### config.mk
export PLATFORM = sky130hd
export DESIGN_NAME = asrc_ctrl
export DESIGN_NICKNAME = d
export VERILOG_FILES = /design/src/common/asrc_pkg.sv /design/src/asrc_ctrl.sv
export SDC_FILE = /design/constraint.sdc
export NUM_CORES = 1
export LEC_CHECK = 0
export BUFFER_PORTS_ARGS = -buffer_cell sky130_fd_sc_hd__buf_2
export CORE_MARGIN = 8
export CORE_UTILIZATION = 50
export DETAILED_ROUTE_END_ITERATION = 12
export GPL_TIMING_DRIVEN = 1
export PLACE_DENSITY_LB_ADDON = 0.3
export SETUP_SLACK_MARGIN = 0.3
export SLEW_MARGIN = 5
export SYNTH_ARGS = -nofsm -noshare
export SYNTH_HDL_FRONTEND = slang
export SYNTH_SLANG_ARGS = --single-unit
### constraint.sdc
create_clock -name ref_clk_i -period 2.25 [get_ports ref_clk_i]
set_clock_uncertainty 0.05 [all_clocks]
set_input_delay 0.45 -clock ref_clk_i [delete_from_list [all_inputs] [get_ports ref_clk_i]]
set_output_delay 0.45 -clock ref_clk_i [all_outputs]
set_load 0.005 [all_outputs]
### src/common/asrc_pkg.sv
// Package of constants and carrier types for the asynchronous static memory controller.
`default_nettype none
package asrc_pkg;
  localparam int CLK_PERIOD_NS = 10;
  localparam int INDEX_W = 20;
  localparam int WORD_COUNT = 1048576;
  // Fastest grade figures, in nanoseconds.
  localparam int CYCLE_TIME_NS = 20;
  localparam int ADDRESS_ACCESS_TIME_NS = 20;
  localparam int SELECT_ACCESS_TIME_NS = 20;
  localparam int SELECT_TO_OUTPUT_FLOAT_NS = 9;
  localparam int ADDRESS_TO_WRITE_END_NS = 15;
  localparam int INPUT_SETUP_TO_WRITE_END_NS = 10;
  localparam int SELECT_LOW_TO_WRITE_END_NS = 15;
  // Least and longest times both round up; none below one cycle.
  localparam int CYCLE_TIME_CYC = (CYCLE_TIME_NS + CLK_PERIOD_NS - 1) / CLK_PERIOD_NS;
  localparam int ACCESS_NS = (ADDRESS_ACCESS_TIME_NS > SELECT_ACCESS_TIME_NS) ?
    ADDRESS_ACCESS_TIME_NS : SELECT_ACCESS_TIME_NS;
  // Data is sampled once the access time has surely passed, hence round up.
  localparam int ACCESS_CYC = (ACCESS_NS + CLK_PERIOD_NS - 1) / CLK_PERIOD_NS;
  localparam int FLOAT_CYC = (SELECT_TO_OUTPUT_FLOAT_NS + CLK_PERIOD_NS - 1) / CLK_PERIOD_NS;
  localparam int WRITE_LOW_NS = (ADDRESS_TO_WRITE_END_NS > SELECT_LOW_TO_WRITE_END_NS) ?
    ADDRESS_TO_WRITE_END_NS : SELECT_LOW_TO_WRITE_END_NS;
  localparam int WRITE_LOW_CYC = (WRITE_LOW_NS + CLK_PERIOD_NS - 1) / CLK_PERIOD_NS;
  localparam int SETUP_CYC = (INPUT_SETUP_TO_WRITE_END_NS + CLK_PERIOD_NS - 1) / CLK_PERIOD_NS;
  localparam int CNT_W = 4;
  localparam logic [INDEX_W-1:0] INDEX_RESET = 20'h00000;

  typedef struct packed {
    logic write;
    logic [INDEX_W-1:0] word_index;
    logic data;
  } asrc_req_t;

  typedef struct packed {
    logic [INDEX_W-1:0] word_index;
    logic select_n;
    logic strobe_n;
    logic data_in;
  } asrc_pins_t;
endpackage
`default_nettype wire

### src/asrc_ctrl.sv
// Controller that runs read and write cycles on an asynchronous one-bit static memory.
// Functional notes
// - Read needs strobe high and select low; memory drives stored bit.
// - Index stable 15 ns before write end, held after strobe rises.
// - Input bit set 10 ns before write end, held after it.
// - Select and strobe both low at least 15 ns before write end.
// - Successive cycles spaced by at least the 20 ns cycle time.
`default_nettype none
module asrc_ctrl (
  input wire logic ref_clk_i, // System clock, 100 MHz.
  input wire logic reset_i, // Synchronous reset, active high.
  input wire logic req_valid_i, // Request offered.
  input wire asrc_pkg::asrc_req_t req_i, // Request: write flag, index, data.
  output logic req_ready_o, // Request taken when valid and ready.
  output logic rd_valid_o, // One-cycle pulse: read data valid.
  output logic rd_data_o, // Read data bit.
  output asrc_pkg::asrc_pins_t pins_o, // Memory pins: index, select, strobe, data.
  input wire logic mem_q_i // Memory data output pin.
);
  // Phases of one memory cycle: idle, selected read, selected write, deselected gap.
  typedef enum {ST_IDLE, ST_RD, ST_WR, ST_GAP} asrc_state_t;

  asrc_state_t state;
  asrc_state_t next_state;
  logic [asrc_pkg::CNT_W-1:0] cnt;
  logic [asrc_pkg::CNT_W-1:0] next_cnt;
  logic [asrc_pkg::CNT_W-1:0] since_index;
  logic [asrc_pkg::CNT_W-1:0] next_since_index;
  logic is_write;
  logic take;
  logic spacing_ok;
  logic rd_last;
  logic wr_last;
  logic gap_last;
  logic cycle_end;
  logic [asrc_pkg::INDEX_W-1:0] word_index;
  logic select_n;
  logic strobe_n;
  logic data_in;

  // Index spacing is tracked apart from the phases, so shortening the gap can never
  // bring the next index transition inside the cycle time.
  assign spacing_ok = (since_index >= asrc_pkg::CNT_W'(asrc_pkg::CYCLE_TIME_CYC));
  assign req_ready_o = (state == ST_IDLE) && spacing_ok;
  assign take = req_valid_i && req_ready_o;

  // Last cycle of the read, write and gap phases.
  assign rd_last = (state == ST_RD) &&
    (cnt == asrc_pkg::CNT_W'(asrc_pkg::ACCESS_CYC - 1));
  // A write lasts for the longer of the pulse width and the input setup time.
  assign wr_last = (state == ST_WR) &&
    (cnt >= asrc_pkg::CNT_W'(asrc_pkg::WRITE_LOW_CYC - 1)) &&
    (cnt >= asrc_pkg::CNT_W'(asrc_pkg::SETUP_CYC - 1));
  assign gap_last = (state == ST_GAP) &&
    (cnt == asrc_pkg::CNT_W'(asrc_pkg::FLOAT_CYC - 1));
  // Select and strobe end together, whichever kind of cycle runs.
  assign cycle_end = is_write ? wr_last : rd_last;

  // Next phase of the sequencer.
  always_comb begin
    next_state = state;
    case (state)
      ST_IDLE: begin
        if (take) begin
          next_state = req_i.write ? ST_WR : ST_RD;
        end
      end
      ST_RD: begin
        if (rd_last) begin
          next_state = ST_GAP;
        end
      end
      ST_WR: begin
        if (wr_last) begin
          next_state = ST_GAP;
        end
      end
      ST_GAP: begin
        // The deselected gap lets the output float before the index may move.
        if (gap_last) begin
          next_state = ST_IDLE;
        end
      end
      default: begin
        next_state = ST_IDLE;
      end
    endcase
  end

  // The phase counter restarts at zero on every phase change and rests in idle.
  always_comb begin
    next_cnt = cnt + 1'b1;
    if (next_state != state || state == ST_IDLE) begin
      next_cnt = '0;
    end
  end

  // Phase register.
  always_ff @(posedge ref_clk_i) begin
    if (reset_i) begin
      state <= ST_IDLE;
    end else begin
      state <= next_state;
    end
  end

  // Phase counter register.
  always_ff @(posedge ref_clk_i) begin
    if (reset_i) begin
      cnt <= '0;
    end else begin
      cnt <= next_cnt;
    end
  end

  // Kind of the running cycle, so the end of select need not decode the phase twice.
  always_ff @(posedge ref_clk_i) begin
    if (reset_i) begin
      is_write <= 1'b0;
    end else if (take) begin
      is_write <= req_i.write;
    end
  end

  // Cycles since the index last moved; it starts saturated so the first request
  // after reset is not held back, and it stops at its top instead of wrapping.
  always_comb begin
    next_since_index = since_index;
    if (take) begin
      next_since_index = '0;
    end else if (since_index != '1) begin
      next_since_index = since_index + 1'b1;
    end
  end

  always_ff @(posedge ref_clk_i) begin
    if (reset_i) begin
      since_index <= '1;
    end else begin
      since_index <= next_since_index;
    end
  end

  // The index is loaded on acceptance and held through the gap and the idle cycle after it,
  // which turns the zero hold after the strobe rises into two whole cycles of margin.
  always_ff @(posedge ref_clk_i) begin
    if (reset_i) begin
      word_index <= asrc_pkg::INDEX_RESET;
    end else if (take) begin
      word_index <= req_i.word_index;
    end
  end

  // The input bit follows the index, so its setup to the end of a write is the whole pulse.
  always_ff @(posedge ref_clk_i) begin
    if (reset_i) begin
      data_in <= 1'b0;
    end else if (take) begin
      data_in <= req_i.data;
    end
  end

  // Select is high from reset on, so the memory is idle with its output floating.
  always_ff @(posedge ref_clk_i) begin
    if (reset_i) begin
      select_n <= 1'b1;
    end else if (take) begin
      select_n <= 1'b0;
    end else if (cycle_end) begin
      select_n <= 1'b1;
    end
  end

  // The strobe falls and rises together with select on a write. The output then
  // never turns on during the write, at its start or at its end.
  always_ff @(posedge ref_clk_i) begin
    if (reset_i) begin
      strobe_n <= 1'b1;
    end else if (take) begin
      strobe_n <= ~req_i.write;
    end else if (cycle_end) begin
      strobe_n <= 1'b1;
    end
  end

  // All pin fields come straight from their flip-flops.
  always_comb begin
    pins_o.word_index = word_index;
    pins_o.select_n = select_n;
    pins_o.strobe_n = strobe_n;
    pins_o.data_in = data_in;
  end

  // Read data is taken on the last selected cycle, while the memory still drives.
  always_ff @(posedge ref_clk_i) begin
    if (reset_i) begin
      rd_valid_o <= 1'b0;
    end else begin
      rd_valid_o <= rd_last;
    end
  end

  always_ff @(posedge ref_clk_i) begin
    if (reset_i) begin
      rd_data_o <= 1'b0;
    end else if (rd_last) begin
      rd_data_o <= mem_q_i;
    end
  end
endmodule
`default_nettype wire

* Word-level counts from Yosys, hierarchy flattened
Index checks and enable logic that the tools add are counted.
** Word-level totals
- Flip-flop bits (word level) :: 66
- Input port bits :: 26
** Operators by class
- Add/subtract/negate cells :: 2
- Magnitude comparators :: 3
- Eq/ne operators :: 9
- Mux-type cells :: 12
- Bitwise gates (word level) :: 1
- Reductions and logical operators :: 13
** Operators by type and width (count)
- 32-bit 2-to-1 mux :: 4
- 32-bit case mux with 4 select lines :: 1
- 32-bit by 2-bit equality test with 1-bit output (second input constant) :: 3
- 32-bit by 3-bit equality test with 1-bit output (second input constant) :: 2
- 32-bit zero test :: 2
- 32-bit by 1-bit equality test with 1-bit output (second input constant) :: 1
- 32-bit inequality test :: 1
- 4-bit by 1-bit adder with 4-bit output (second input constant) :: 2
- 4-bit by 1-bit >= comparator with 1-bit output (second input constant) :: 2
- 4-bit 2-to-1 mux :: 2
- 1-bit logical AND :: 6
- 4-bit by 1-bit equality test with 1-bit output (second input constant) :: 1
- 4-bit by 2-bit >= comparator with 1-bit output (second input constant) :: 1
- 4-bit zero test :: 1
- 1-bit 2-to-1 mux :: 4
- 4-bit inequality test (second input constant) :: 1
- 2-bit nonzero test :: 2
- 2-bit 2-to-1 mux :: 1
- 2-bit OR reduction :: 1
- 1-bit logical OR :: 1
- 1-bit inverter :: 1

* Logic depth before layout (Yosys ltp)
Gate-level depths: netlist of the first run.
- Depth after elaboration :: 8
- Gate-level depth with buffers :: 8
- Gate-level depth less buffers :: 6

* Worst setup path before layout of the first run
Ideal clock, no wire load.
- Path type :: reg2reg
- From :: register since_index[0] (netlist bit)
- To :: register word_index[10] (netlist bit)
- Setup time :: 132 ps
- Data arrival time :: 1590 ps
- Data required time :: 2068 ps
- Path slack :: 478 ps
- Stages on the path, launching flop included :: 9
- Clock period less this slack :: 1772 ps
- Cell sequence :: dfxtp_1 > inv_1 > ha_1 > or4_4 > and3_1 > buf_2 > buf_6 > nand4_1 > a21oi_1
** Between the ends
- Cells in the longest elaborated chain, start to end :: 3
** Ends and longest elaborated chain
- from (decl) :: RTL line asrc_ctrl.sv:27 : logic [asrc_pkg::CNT_W-1:0] since_index;
- from (signal assigned) :: RTL line asrc_ctrl.sv:140 : since_index <= next_since_index;
- 4-bit by 2-bit >= comparator with 1-bit output :: RTL line asrc_ctrl.sv:43 : assign spacing_ok = (since_index >= asrc_pkg::CNT_W'(asrc_pkg::CYCLE_TIME_CYC));
- 1-bit logical AND :: RTL line asrc_ctrl.sv:44 : assign req_ready_o = (state == ST_IDLE) && spacing_ok;
- 1-bit logical AND :: RTL line asrc_ctrl.sv:45 : assign take = req_valid_i && req_ready_o;
- to (signal assigned) :: RTL line asrc_ctrl.sv:148 : word_index <= asrc_pkg::INDEX_RESET;
- to (signal assigned) :: RTL line asrc_ctrl.sv:150 : word_index <= req_i.word_index;
- to (decl) :: RTL line asrc_ctrl.sv:36 : logic [asrc_pkg::INDEX_W-1:0] word_index;
Every way passes these cells.
A chain may end at the register's enable or synchronous reset.

* Worst setup path in the final report of the first run
- From :: register since_index[1] (netlist bit)
- To :: output port req_ready_o
** Between the ends
- Cells in the longest elaborated chain, start to end :: 2
** Ends and longest elaborated chain
- 4-bit by 2-bit >= comparator with 1-bit output :: RTL line asrc_ctrl.sv:43
- 1-bit logical AND :: RTL line asrc_ctrl.sv:44
- to (decl) :: RTL line asrc_ctrl.sv:14 : output logic req_ready_o,
Every way passes these cells.

==> report_table.html, run 1 <==
<table>
<tr><th>Metric</th><th>Value</th></tr>
<tr><th colspan="2">Outcome</th></tr>
<tr><td>Outcome</td><td>finished, final reports clean</td></tr>
<tr><th colspan="2">Die</th></tr>
<tr><td>DIE AREA</td><td>0.00750 mm2</td></tr>
<tr><td>Core region area</td><td>0.00475 mm2</td></tr>
<tr><td>Initial Util</td><td>0.524</td></tr>
<tr><td>Vert. Die Dim</td><td>86.6 um</td></tr>
<tr><td>Horizontal die dimension</td><td>86.6 um</td></tr>
<tr><td>FP Rows</td><td>25</td></tr>
<tr><td>Number of placed I/O pins</td><td>52</td></tr>
<tr><th colspan="2">Worst setup path</th></tr>
<tr><td>Critical Path Start</td><td>since_index[1]</td></tr>
<tr><td>Category of the worst setup path launch point</td><td>register</td></tr>
<tr><td>Worst Path Class, Setup</td><td>reg -&gt; out</td></tr>
<tr><td>Arrival time at the worst endpoint</td><td>roughly 1.6 ns</td></tr>
<tr><td>Crit path max fanout</td><td>5</td></tr>
<tr><td>Reg2Reg Launch Point</td><td>since_index[1]</td></tr>
<tr><td>Kind of end point of the critical path</td><td>output port</td></tr>
<tr><td>Critical path required time</td><td>roughly 1.8 ns</td></tr>
<tr><th colspan="2">Power</th></tr>
<tr><td>Net switching component of the power</td><td>approximately 0.57 mW</td></tr>
<tr><td>Worst vdd rail ir drop</td><td>522 uV</td></tr>
<tr><td>Cell leakage power</td><td>approximately 1.3 nW</td></tr>
<tr><td>Part of the power in the clock network</td><td>0.430</td></tr>
<tr><td>Power per cell area</td><td>about 800 mW/mm2</td></tr>
<tr><td>Switching fraction of total power</td><td>0.227</td></tr>
<tr><td>Sequential share of power</td><td>0.494</td></tr>
<tr><td>Design internal power</td><td>between 1.5 and 2 mW</td></tr>
<tr><td>Combinational cell fraction of total power</td><td>0.077</td></tr>
<tr><th colspan="2">Final layout</th></tr>
<tr><td>Fraction of layout cells with a size suffix above 1</td><td>0.320</td></tr>
<tr><td>Growth of design area from synthesis to finish</td><td>27.1%</td></tr>
<tr><td># fillers</td><td>403</td></tr>
<tr><td>Final layout net count</td><td>between 300 and 400</td></tr>
<tr><td>Diode insertion count for antenna repair</td><td>0</td></tr>
<tr><td>Final design area excluding fillers</td><td>0.00317 mm2</td></tr>
<tr><th colspan="2">Routing</th></tr>
<tr><td>Number of search-and-repair iterations in the first detailed-routing pass</td><td>7</td></tr>
<tr><td>Drc violations</td><td>0</td></tr>
<tr><td>Final routed wire length divided by cell count</td><td>14.2 um</td></tr>
<tr><td>Post-detailed-route count of antenna-violating nets</td><td>0</td></tr>
<tr><td>Number of vias per cell</td><td>5.20</td></tr>
<tr><td>Number of design-rule violations left by the first detailed-router iteration</td><td>about 120</td></tr>
<tr><td>Vias after detailed routing</td><td>2007</td></tr>
<tr><td>Total Routed Length</td><td>5.47 mm</td></tr>
<tr><th colspan="2">STA</th></tr>
<tr><td>Final critical-path required period</td><td>2.10 ns</td></tr>
<tr><td>RSZ-0062 raised after global routing</td><td>true</td></tr>
<tr><td>Count of final setup violators</td><td>0</td></tr>
<tr><td>Aggregate negative setup slack</td><td>0 ns</td></tr>
<tr><td>Final count of pins violating max slew</td><td>0</td></tr>
<tr><td>Ratio of final minimum period to clock period</td><td>0.932</td></tr>
<tr><td>Final hold vios</td><td>0</td></tr>
<tr><td>Achievable Freq</td><td>477 MHz</td></tr>
<tr><th colspan="2">Global routing</th></tr>
<tr><td>Overall routing resource usage</td><td>0.146</td></tr>
<tr><td>Leftover overflow at the end of global routing</td><td>0</td></tr>
<tr><td>Largest net degree at the start of global routing</td><td>26</td></tr>
<tr><td>Initial antenna violation count</td><td>0</td></tr>
<tr><td>Number of global-route vias before repair</td><td>between 1500 and 2000</td></tr>
<tr><td>Wire length of the first global-routing pass</td><td>about 8.6 mm</td></tr>
<tr><th colspan="2">Clocking</th></tr>
<tr><td>H-tree depth reported by CTS</td><td>3</td></tr>
<tr><td>Clock network latency to the later pin of the worst-skew pair</td><td>around 0.33 ns</td></tr>
<tr><td>CTS clk-pin slew, worst paths</td><td>0.07 ns</td></tr>
<tr><td>Total CTS buffers</td><td>9</td></tr>
<tr><td>Cell at the root of the clock tree</td><td>clkbuf_8</td></tr>
<tr><td>Maximum count of clock buffers along a single path</td><td>2</td></tr>
<tr><td>Number of sinks on the clock net</td><td>66</td></tr>
<tr><td>Post-cts hold buffer count</td><td>0</td></tr>
<tr><td>Clock tree from TritonCTS</td><td>yes</td></tr>
<tr><th colspan="2">Synthesis</th></tr>
<tr><td>Seq/Total Area, Yosys</td><td>0.530</td></tr>
<tr><td>YS warnings</td><td>0</td></tr>
<tr><td>Biggest area consumer among synthesized cells</td><td>dfxtp_1</td></tr>
<tr><td>Number of synthesized flops with an enable pin</td><td>0</td></tr>
<tr><td>Async set-reset flop share out of synthesis</td><td>0</td></tr>
<tr><td>Flops &amp; latches, synth</td><td>66</td></tr>
<tr><td>Share of the synthesized area in the top cell type</td><td>0.530</td></tr>
<tr><td>Most common flop cell mapped by yosys</td><td>dfxtp_1</td></tr>
<tr><td>Largest cells by area after synthesis</td><td>dfxtp_1, o31ai_1, nand4_1</td></tr>
<tr><td>Library cells used by synthesis</td><td>47</td></tr>
<tr><td>Cell Area, Synth</td><td>0.00249 mm2</td></tr>
<tr><td>Mean area per synthesized cell</td><td>10.7 um2</td></tr>
<tr><td>Synthesized instance count</td><td>approximately 230</td></tr>
<tr><th colspan="2">Run</th></tr>
<tr><td>Number of maximum-capacitance violations</td><td>0</td></tr>
<tr><th colspan="2">Min path</th></tr>
<tr><td>Class of the worst hold path</td><td>in -&gt; reg</td></tr>
<tr><td>Min-Delay Startpoint</td><td>req_i[11]</td></tr>
<tr><th colspan="2">Placed design</th></tr>
<tr><td>HPWL after detailed placement</td><td>3.60 mm</td></tr>
<tr><td>Routability congestion estimate from global placement</td><td>0.801</td></tr>
<tr><td>Area after detailed placement</td><td>between 0.002 and 0.003 mm2</td></tr>
<tr><td>Number of buffers inserted by port buffering</td><td>51</td></tr>
</table>
## worst max-delay path, stage by stage (launching register included)
cell     delay [ns]
dfxtp_1        0.35
ha_1           0.20
or4_4          0.45
nand2_4        0.11
nor2_4         0.04
buf_2          0.12
## area by class of cell
class / count / area, um2 / share of cell area
Clock buffer: 10 / 138 / 0.0435
Clock inverter: 5 / 78.8 / 0.0249
Inverter: 6 / 22.5 / 0.00711
Multi-Input combinational cell: 168 / 1160 / 0.367
Timing Repair Buffer: 64 / 357 / 0.113
Sequential cell: 66 / 1320 / 0.418
Tap cell: 67 / 83.8 / 0.0265
## final timing paths
kind,end,slack (ns),cells past startpoint
hold / removal,word_index[10],0.31,3
setup / recovery,req_ready_o,0.15,5
setup reg to reg,word_index[3],0.39,6
hold reg to reg,word_index[6],0.41,2
## state kept, by name, indices dropped and copies added, names as in the netlist
name and count:
rd_data_o 1, rd_valid_o 1, state 32, is_write 1, word_index 20, select_n 1, data_in 1, since_index 4
strobe_n 1, cnt 4
## cells by family (layout without fill, tap and decap cells)
family	count (synthesis)	in the layout	share of synthesized area
flip-flops	66	66	0.530
other	1	30	0.00151
AO/OA/AOI/OAI	64	64	0.163
XOR/XNOR	3	3	0.0105
multiplexers	1	1	0.00452
adder cells (fa/ha/maj)	5	5	0.0251
buffers and inverters	27	85	0.0643
AND/OR/NAND/NOR	65	65	0.200
## placed cells by master (no fill, tap or decap), types with 5 or more instances in the layout
master,count
nand4_1,23
o31ai_1,22
buf_4,12
clkbuf_8,10
o21ai_1,5
ha_1,5
conb_1,30
nor4_4,5
nor2_1,6
a21oi_1,24
inv_1,6
buf_2,51
dfxtp_1,64
## layer usage
| metal | vias to the layer above | share of wire | GRT usage |
|---|---|---|---|
| met5 | - | 0 | 0 |
| met4 | 0 | 0.013 | 0.0720 |
| met3 | 6 | 0.067 | 0.0463 |
| met2 | 48 | 0.50 | 0.243 |
| met1 | 945 | 0.42 | 0.165 |
| li1 | 1008 | - | - |
## synth_stat cells, types with 2 or more instances
| library cell | number |
|---|---|
| buf_2 | 11 |
| nand4_1 | 23 |
| o21ai_1 | 5 |
| buf_4 | 3 |
| o21ai_0 | 4 |
| nor4_4 | 4 |
| a21oi_1 | 24 |
| nor4_2 | 3 |
| clkbuf_1 | 3 |
| nand3_1 | 3 |
| nor4_1 | 3 |
| a311oi_1 | 2 |
| inv_1 | 6 |
| dfxtp_1 | 66 |
| a22oi_1 | 2 |
| ha_1 | 5 |
| buf_6 | 2 |
| and4_1 | 2 |
| xnor2_1 | 2 |
| nor2_1 | 8 |
| nand2_1 | 4 |
| o31ai_1 | 22 |
## through the flow
stage / hold WS (ns) / util / std cells / power [mW] / setup slack [ns]
2_1_floorplan: 0.392 / - / 261 / 1.40 / 0.478
3_3_place_gp: 0.401 / 0.600 / 365 / 1.44 / 0.259
3_5_place_dp: 0.408 / 0.600 / 365 / 1.44 / 0.229
4_1_cts: 0.309 / 0.661 / 384 / 2.53 / 0.163
5_1_grt: 0.317 / 0.666 / 386 / 2.62 / 0.0868
6_report: 0.312 / 0.666 / 386 / 2.52 / 0.154
## power by group through the flow
stage | Clock, mW | Sequential, mW | Combinational (mW)
after floorplan | 0 | 1.27 | 0.134
after global placement | 0 | 1.27 | 0.171
after detailed placement | 0 | 1.27 | 0.172
after CTS | 1.10 | 1.24 | 0.187
after global routing | 1.15 | 1.25 | 0.218
final | 1.08 | 1.24 | 0.193
## repair_timing
action	4_1_cts	5_1_grt
gates resized for setup	11	3
pin swaps	3	1
setup buffers	4	2
cloned	0	0
endpoints found under the setup margin	25	9
Power figures use the tool's default switching activity.
==> inputs of run 2 (changes only) <==
--- a/config.mk
+++ b/config.mk
@@ -7,7 +7,7 @@
 export LEC_CHECK = 0
 export BUFFER_PORTS_ARGS = -buffer_cell sky130_fd_sc_hd__buf_2
 export CORE_MARGIN = 8
-export CORE_UTILIZATION = 50
+export CORE_UTILIZATION = 41
 export DETAILED_ROUTE_END_ITERATION = 12
 export GPL_TIMING_DRIVEN = 1
 export PLACE_DENSITY_LB_ADDON = 0.3
==> run 2 against run 1 <==
Effect of this change: worst hold slack better by 0.0067 ns; count of clock-buffer cells in the layout up 2; maximum frequency up 1.9%; clock power down 26%; total power down 11%; global-route usage down 1.5 points; setup slack better by 0.039 ns; final cell count up 2.6%; sequential power about the same; non-clock buffer count up 2; largest cell class unchanged; largest power group unchanged.
==> report_table.html, run 2 (synthesized netlist as in run 1, its figures left out) <==
<table>
<tr><th>Metric</th><th>Value</th></tr>
<tr><th colspan="2">Outcome</th></tr>
<tr><td>Outcome</td><td>finished, final reports clean</td></tr>
<tr><th colspan="2">Global routing</th></tr>
<tr><td>Number of global-route vias before repair</td><td>1963 (+3.8%)</td></tr>
<tr><td>Overall routing resource usage</td><td>0.131 (-0.0151)</td></tr>
<tr><td>Wire length of the first global-routing pass</td><td>9.25 mm (+7.2%)</td></tr>
<tr><td>Initial antenna violation count</td><td>0 (unchanged)</td></tr>
<tr><td>Largest net degree at the start of global routing</td><td>25 (-3.8%)</td></tr>
<tr><td>Leftover overflow at the end of global routing</td><td>0 (unchanged)</td></tr>
<tr><th colspan="2">STA</th></tr>
<tr><td>Final count of pins violating max slew</td><td>0 (unchanged)</td></tr>
<tr><td>RSZ-0062 raised after global routing</td><td>true</td></tr>
<tr><td>Final hold vios</td><td>0 (unchanged)</td></tr>
<tr><td>Final critical-path required period</td><td>2.06 ns (-0.0389 ns)</td></tr>
<tr><td>Ratio of final minimum period to clock period</td><td>0.914 (-0.0173)</td></tr>
<tr><td>Achievable Freq</td><td>486 MHz (+1.9%)</td></tr>
<tr><td>Count of final setup violators</td><td>0 (unchanged)</td></tr>
<tr><td>Aggregate negative setup slack</td><td>0 ns (unchanged)</td></tr>
<tr><th colspan="2">Worst setup path</th></tr>
<tr><td>Category of the worst setup path launch point</td><td>register</td></tr>
<tr><td>Reg2Reg Launch Point</td><td>since_index[0]</td></tr>
<tr><td>Kind of end point of the critical path</td><td>output port</td></tr>
<tr><td>Arrival time at the worst endpoint</td><td>1.56 ns (-0.04 ns)</td></tr>
<tr><td>Worst Path Class, Setup</td><td>reg -&gt; out</td></tr>
<tr><td>Critical Path Start</td><td>since_index[0]</td></tr>
<tr><td>Crit path max fanout</td><td>3 (-2)</td></tr>
<tr><td>Critical path required time</td><td>1.75 ns (about the same)</td></tr>
<tr><th colspan="2">Clocking</th></tr>
<tr><td>Clock tree from TritonCTS</td><td>yes</td></tr>
<tr><td>Maximum count of clock buffers along a single path</td><td>2 (unchanged)</td></tr>
<tr><td>CTS clk-pin slew, worst paths</td><td>0.07 ns (about the same)</td></tr>
<tr><td>Post-cts hold buffer count</td><td>0 (unchanged)</td></tr>
<tr><td>Number of sinks on the clock net</td><td>66 (unchanged)</td></tr>
<tr><td>Total CTS buffers</td><td>9 (unchanged)</td></tr>
<tr><td>Clock network latency to the later pin of the worst-skew pair</td><td>0.33 ns (about the same)</td></tr>
<tr><td>Cell at the root of the clock tree</td><td>clkbuf_8</td></tr>
<tr><td>H-tree depth reported by CTS</td><td>3 (unchanged)</td></tr>
<tr><th colspan="2">Routing</th></tr>
<tr><td>Number of vias per cell</td><td>5.05 (-2.9%)</td></tr>
<tr><td>Drc violations</td><td>0 (unchanged)</td></tr>
<tr><td>Total Routed Length</td><td>5.56 mm (+1.6%)</td></tr>
<tr><td>Number of design-rule violations left by the first detailed-router iteration</td><td>188 (+61%)</td></tr>
<tr><td>Number of search-and-repair iterations in the first detailed-routing pass</td><td>4 (-3)</td></tr>
<tr><td>Final routed wire length divided by cell count</td><td>14.0 um (-0.96%)</td></tr>
<tr><td>Vias after detailed routing</td><td>1999 (-0.40%)</td></tr>
<tr><td>Post-detailed-route count of antenna-violating nets</td><td>0 (unchanged)</td></tr>
<tr><th colspan="2">Final layout</th></tr>
<tr><td>Total area of multi-input combinational cells</td><td>0.00116 mm2 (-0.65%)</td></tr>
<tr><td>Most common cell after layout, fill and taps aside</td><td>dfxtp_1</td></tr>
<tr><td>Commonest cells after routing, fill and taps aside</td><td>dfxtp_1, buf_2, conb_1</td></tr>
<tr><td>Regs by FF count</td><td>state: 32 flops, word_index: 20 flops</td></tr>
<tr><td>Fraction of layout cells with a size suffix above 1</td><td>0.308 (-0.0113)</td></tr>
<tr><td>Diode insertion count for antenna repair</td><td>0 (unchanged)</td></tr>
<tr><td>Register with the most flip-flops</td><td>state</td></tr>
<tr><td>Area taken by flip-flops and latches</td><td>0.00132 mm2 (unchanged)</td></tr>
<tr><td>Number of flip-flops in the largest register</td><td>32 (unchanged)</td></tr>
<tr><td>Share of the core filled with cells</td><td>0.530 (-0.137)</td></tr>
<tr><td>Final layout net count</td><td>348 (+0.58%)</td></tr>
<tr><td># fillers</td><td>564 (+40%)</td></tr>
<tr><td>Growth of design area from synthesis to finish</td><td>25.1%</td></tr>
<tr><th colspan="2">Die</th></tr>
<tr><td>Initial Util</td><td>0.423 (-0.101)</td></tr>
<tr><td>DIE AREA</td><td>0.00883 mm2 (+18%)</td></tr>
<tr><td>Vert. Die Dim</td><td>94.0 um (+8.5%)</td></tr>
<tr><td>Core region area</td><td>0.00589 mm2 (+24%)</td></tr>
<tr><td>Number of placed I/O pins</td><td>52 (unchanged)</td></tr>
<tr><td>FP Rows</td><td>28 (+12%)</td></tr>
<tr><td>Horizontal die dimension</td><td>94.0 um (+8.5%)</td></tr>
<tr><th colspan="2">Min path</th></tr>
<tr><td>Class of the worst hold path</td><td>in -&gt; reg</td></tr>
<tr><td>Min-Delay Startpoint</td><td>req_i[13]</td></tr>
<tr><th colspan="2">Power</th></tr>
<tr><td>Part of the power in the clock network</td><td>0.355 (-0.075)</td></tr>
<tr><td>Design internal power</td><td>1.69 mW (-13%)</td></tr>
<tr><td>Combinational cell fraction of total power</td><td>0.087 (+0.010)</td></tr>
<tr><td>Switching fraction of total power</td><td>0.242 (+0.0144)</td></tr>
<tr><td>Worst vdd rail ir drop</td><td>478 uV (-8.4%)</td></tr>
<tr><td>Sequential share of power</td><td>0.558 (+0.064)</td></tr>
<tr><td>Net switching component of the power</td><td>0.540 mW (-5.7%)</td></tr>
<tr><td>Cell leakage power</td><td>1.31 nW (+0.22%)</td></tr>
<tr><td>Power per cell area</td><td>717 mW/mm2 (-9.9%)</td></tr>
<tr><td>Power Total</td><td>2.23 mW (-11%)</td></tr>
<tr><th colspan="2">Placed design</th></tr>
<tr><td>Number of buffers inserted by port buffering</td><td>51 (unchanged)</td></tr>
<tr><td>HPWL after detailed placement</td><td>3.80 mm (+5.5%)</td></tr>
<tr><td>Routability congestion estimate from global placement</td><td>0.787 (-1.7%)</td></tr>
<tr><th colspan="2">Run</th></tr>
<tr><td>Number of maximum-capacitance violations</td><td>0 (unchanged)</td></tr>
</table>
-- run 2: cell type report --
cell class / count / area share
tap: 75 / 0.0301
clock buffer: 12 / 0.0434
sequential: 66 / 0.425
multi-input combinational: 168 / 0.371
inverter: 6 / 0.00723
clock inverter: 3 / 0.00562
timing repair buffer: 66 / 0.118
-- run 2: worst max-delay path: stages (launching register included) --
cell and delay (ns):
dfxtp_2 0.33, inv_1 0.04, ha_1 0.18, or4_4 0.44
nand2_2 0.09, nor2_1 0.04, buf_2 0.12
-- run 2: metrics by stage --
step	hold slack (ns)	worst slack, ns	instance area (um2)	std cells
after floorplan	0.392	0.478	2600	261
after CTS	0.308	0.168	3100	395
after global placement	0.401	0.247	2870	374
after detailed placement	0.409	0.214	2870	374
after global routing	0.316	0.119	3120	396
final	0.319	0.192	3120	396
-- run 2: metal layers --
| layer | global-route usage | vias to the layer above | wire (um) |
|---|---|---|---|
| met3 | 0.0408 | 10 | 384 |
| met2 | 0.202 | 52 | 2450 |
| met4 | 0.0661 | 0 | 87 |
| met5 | 0 | - | 0 |
| li1 | - | 1017 | - |
| met1 | 0.161 | 920 | 2630 |
-- run 2: power groups by stage --
stage	clock, mW	combinational [mW]	sequential (mW)
3_3_place_gp	0	0.172	1.27
3_5_place_dp	0	0.174	1.27
6_report	0.794	0.195	1.25
4_1_cts	0.822	0.189	1.25
2_1_floorplan	0	0.134	1.27
5_1_grt	0.867	0.224	1.25
-- run 2: worst paths after layout --
check        cells after the start             end  slack, ns
max                              6     req_ready_o       0.19
min                              3  word_index[12]       0.32
max reg2reg                      7   word_index[8]       0.36
min reg2reg                      2  word_index[17]       0.42
-- run 2: what timing repair did --
item / in CTS / in global routing
setup endpoints to repair: 25 / 12
buffers inserted: 6 / 1
resized for setup: 9 / 1
pin swaps: 6 / 1
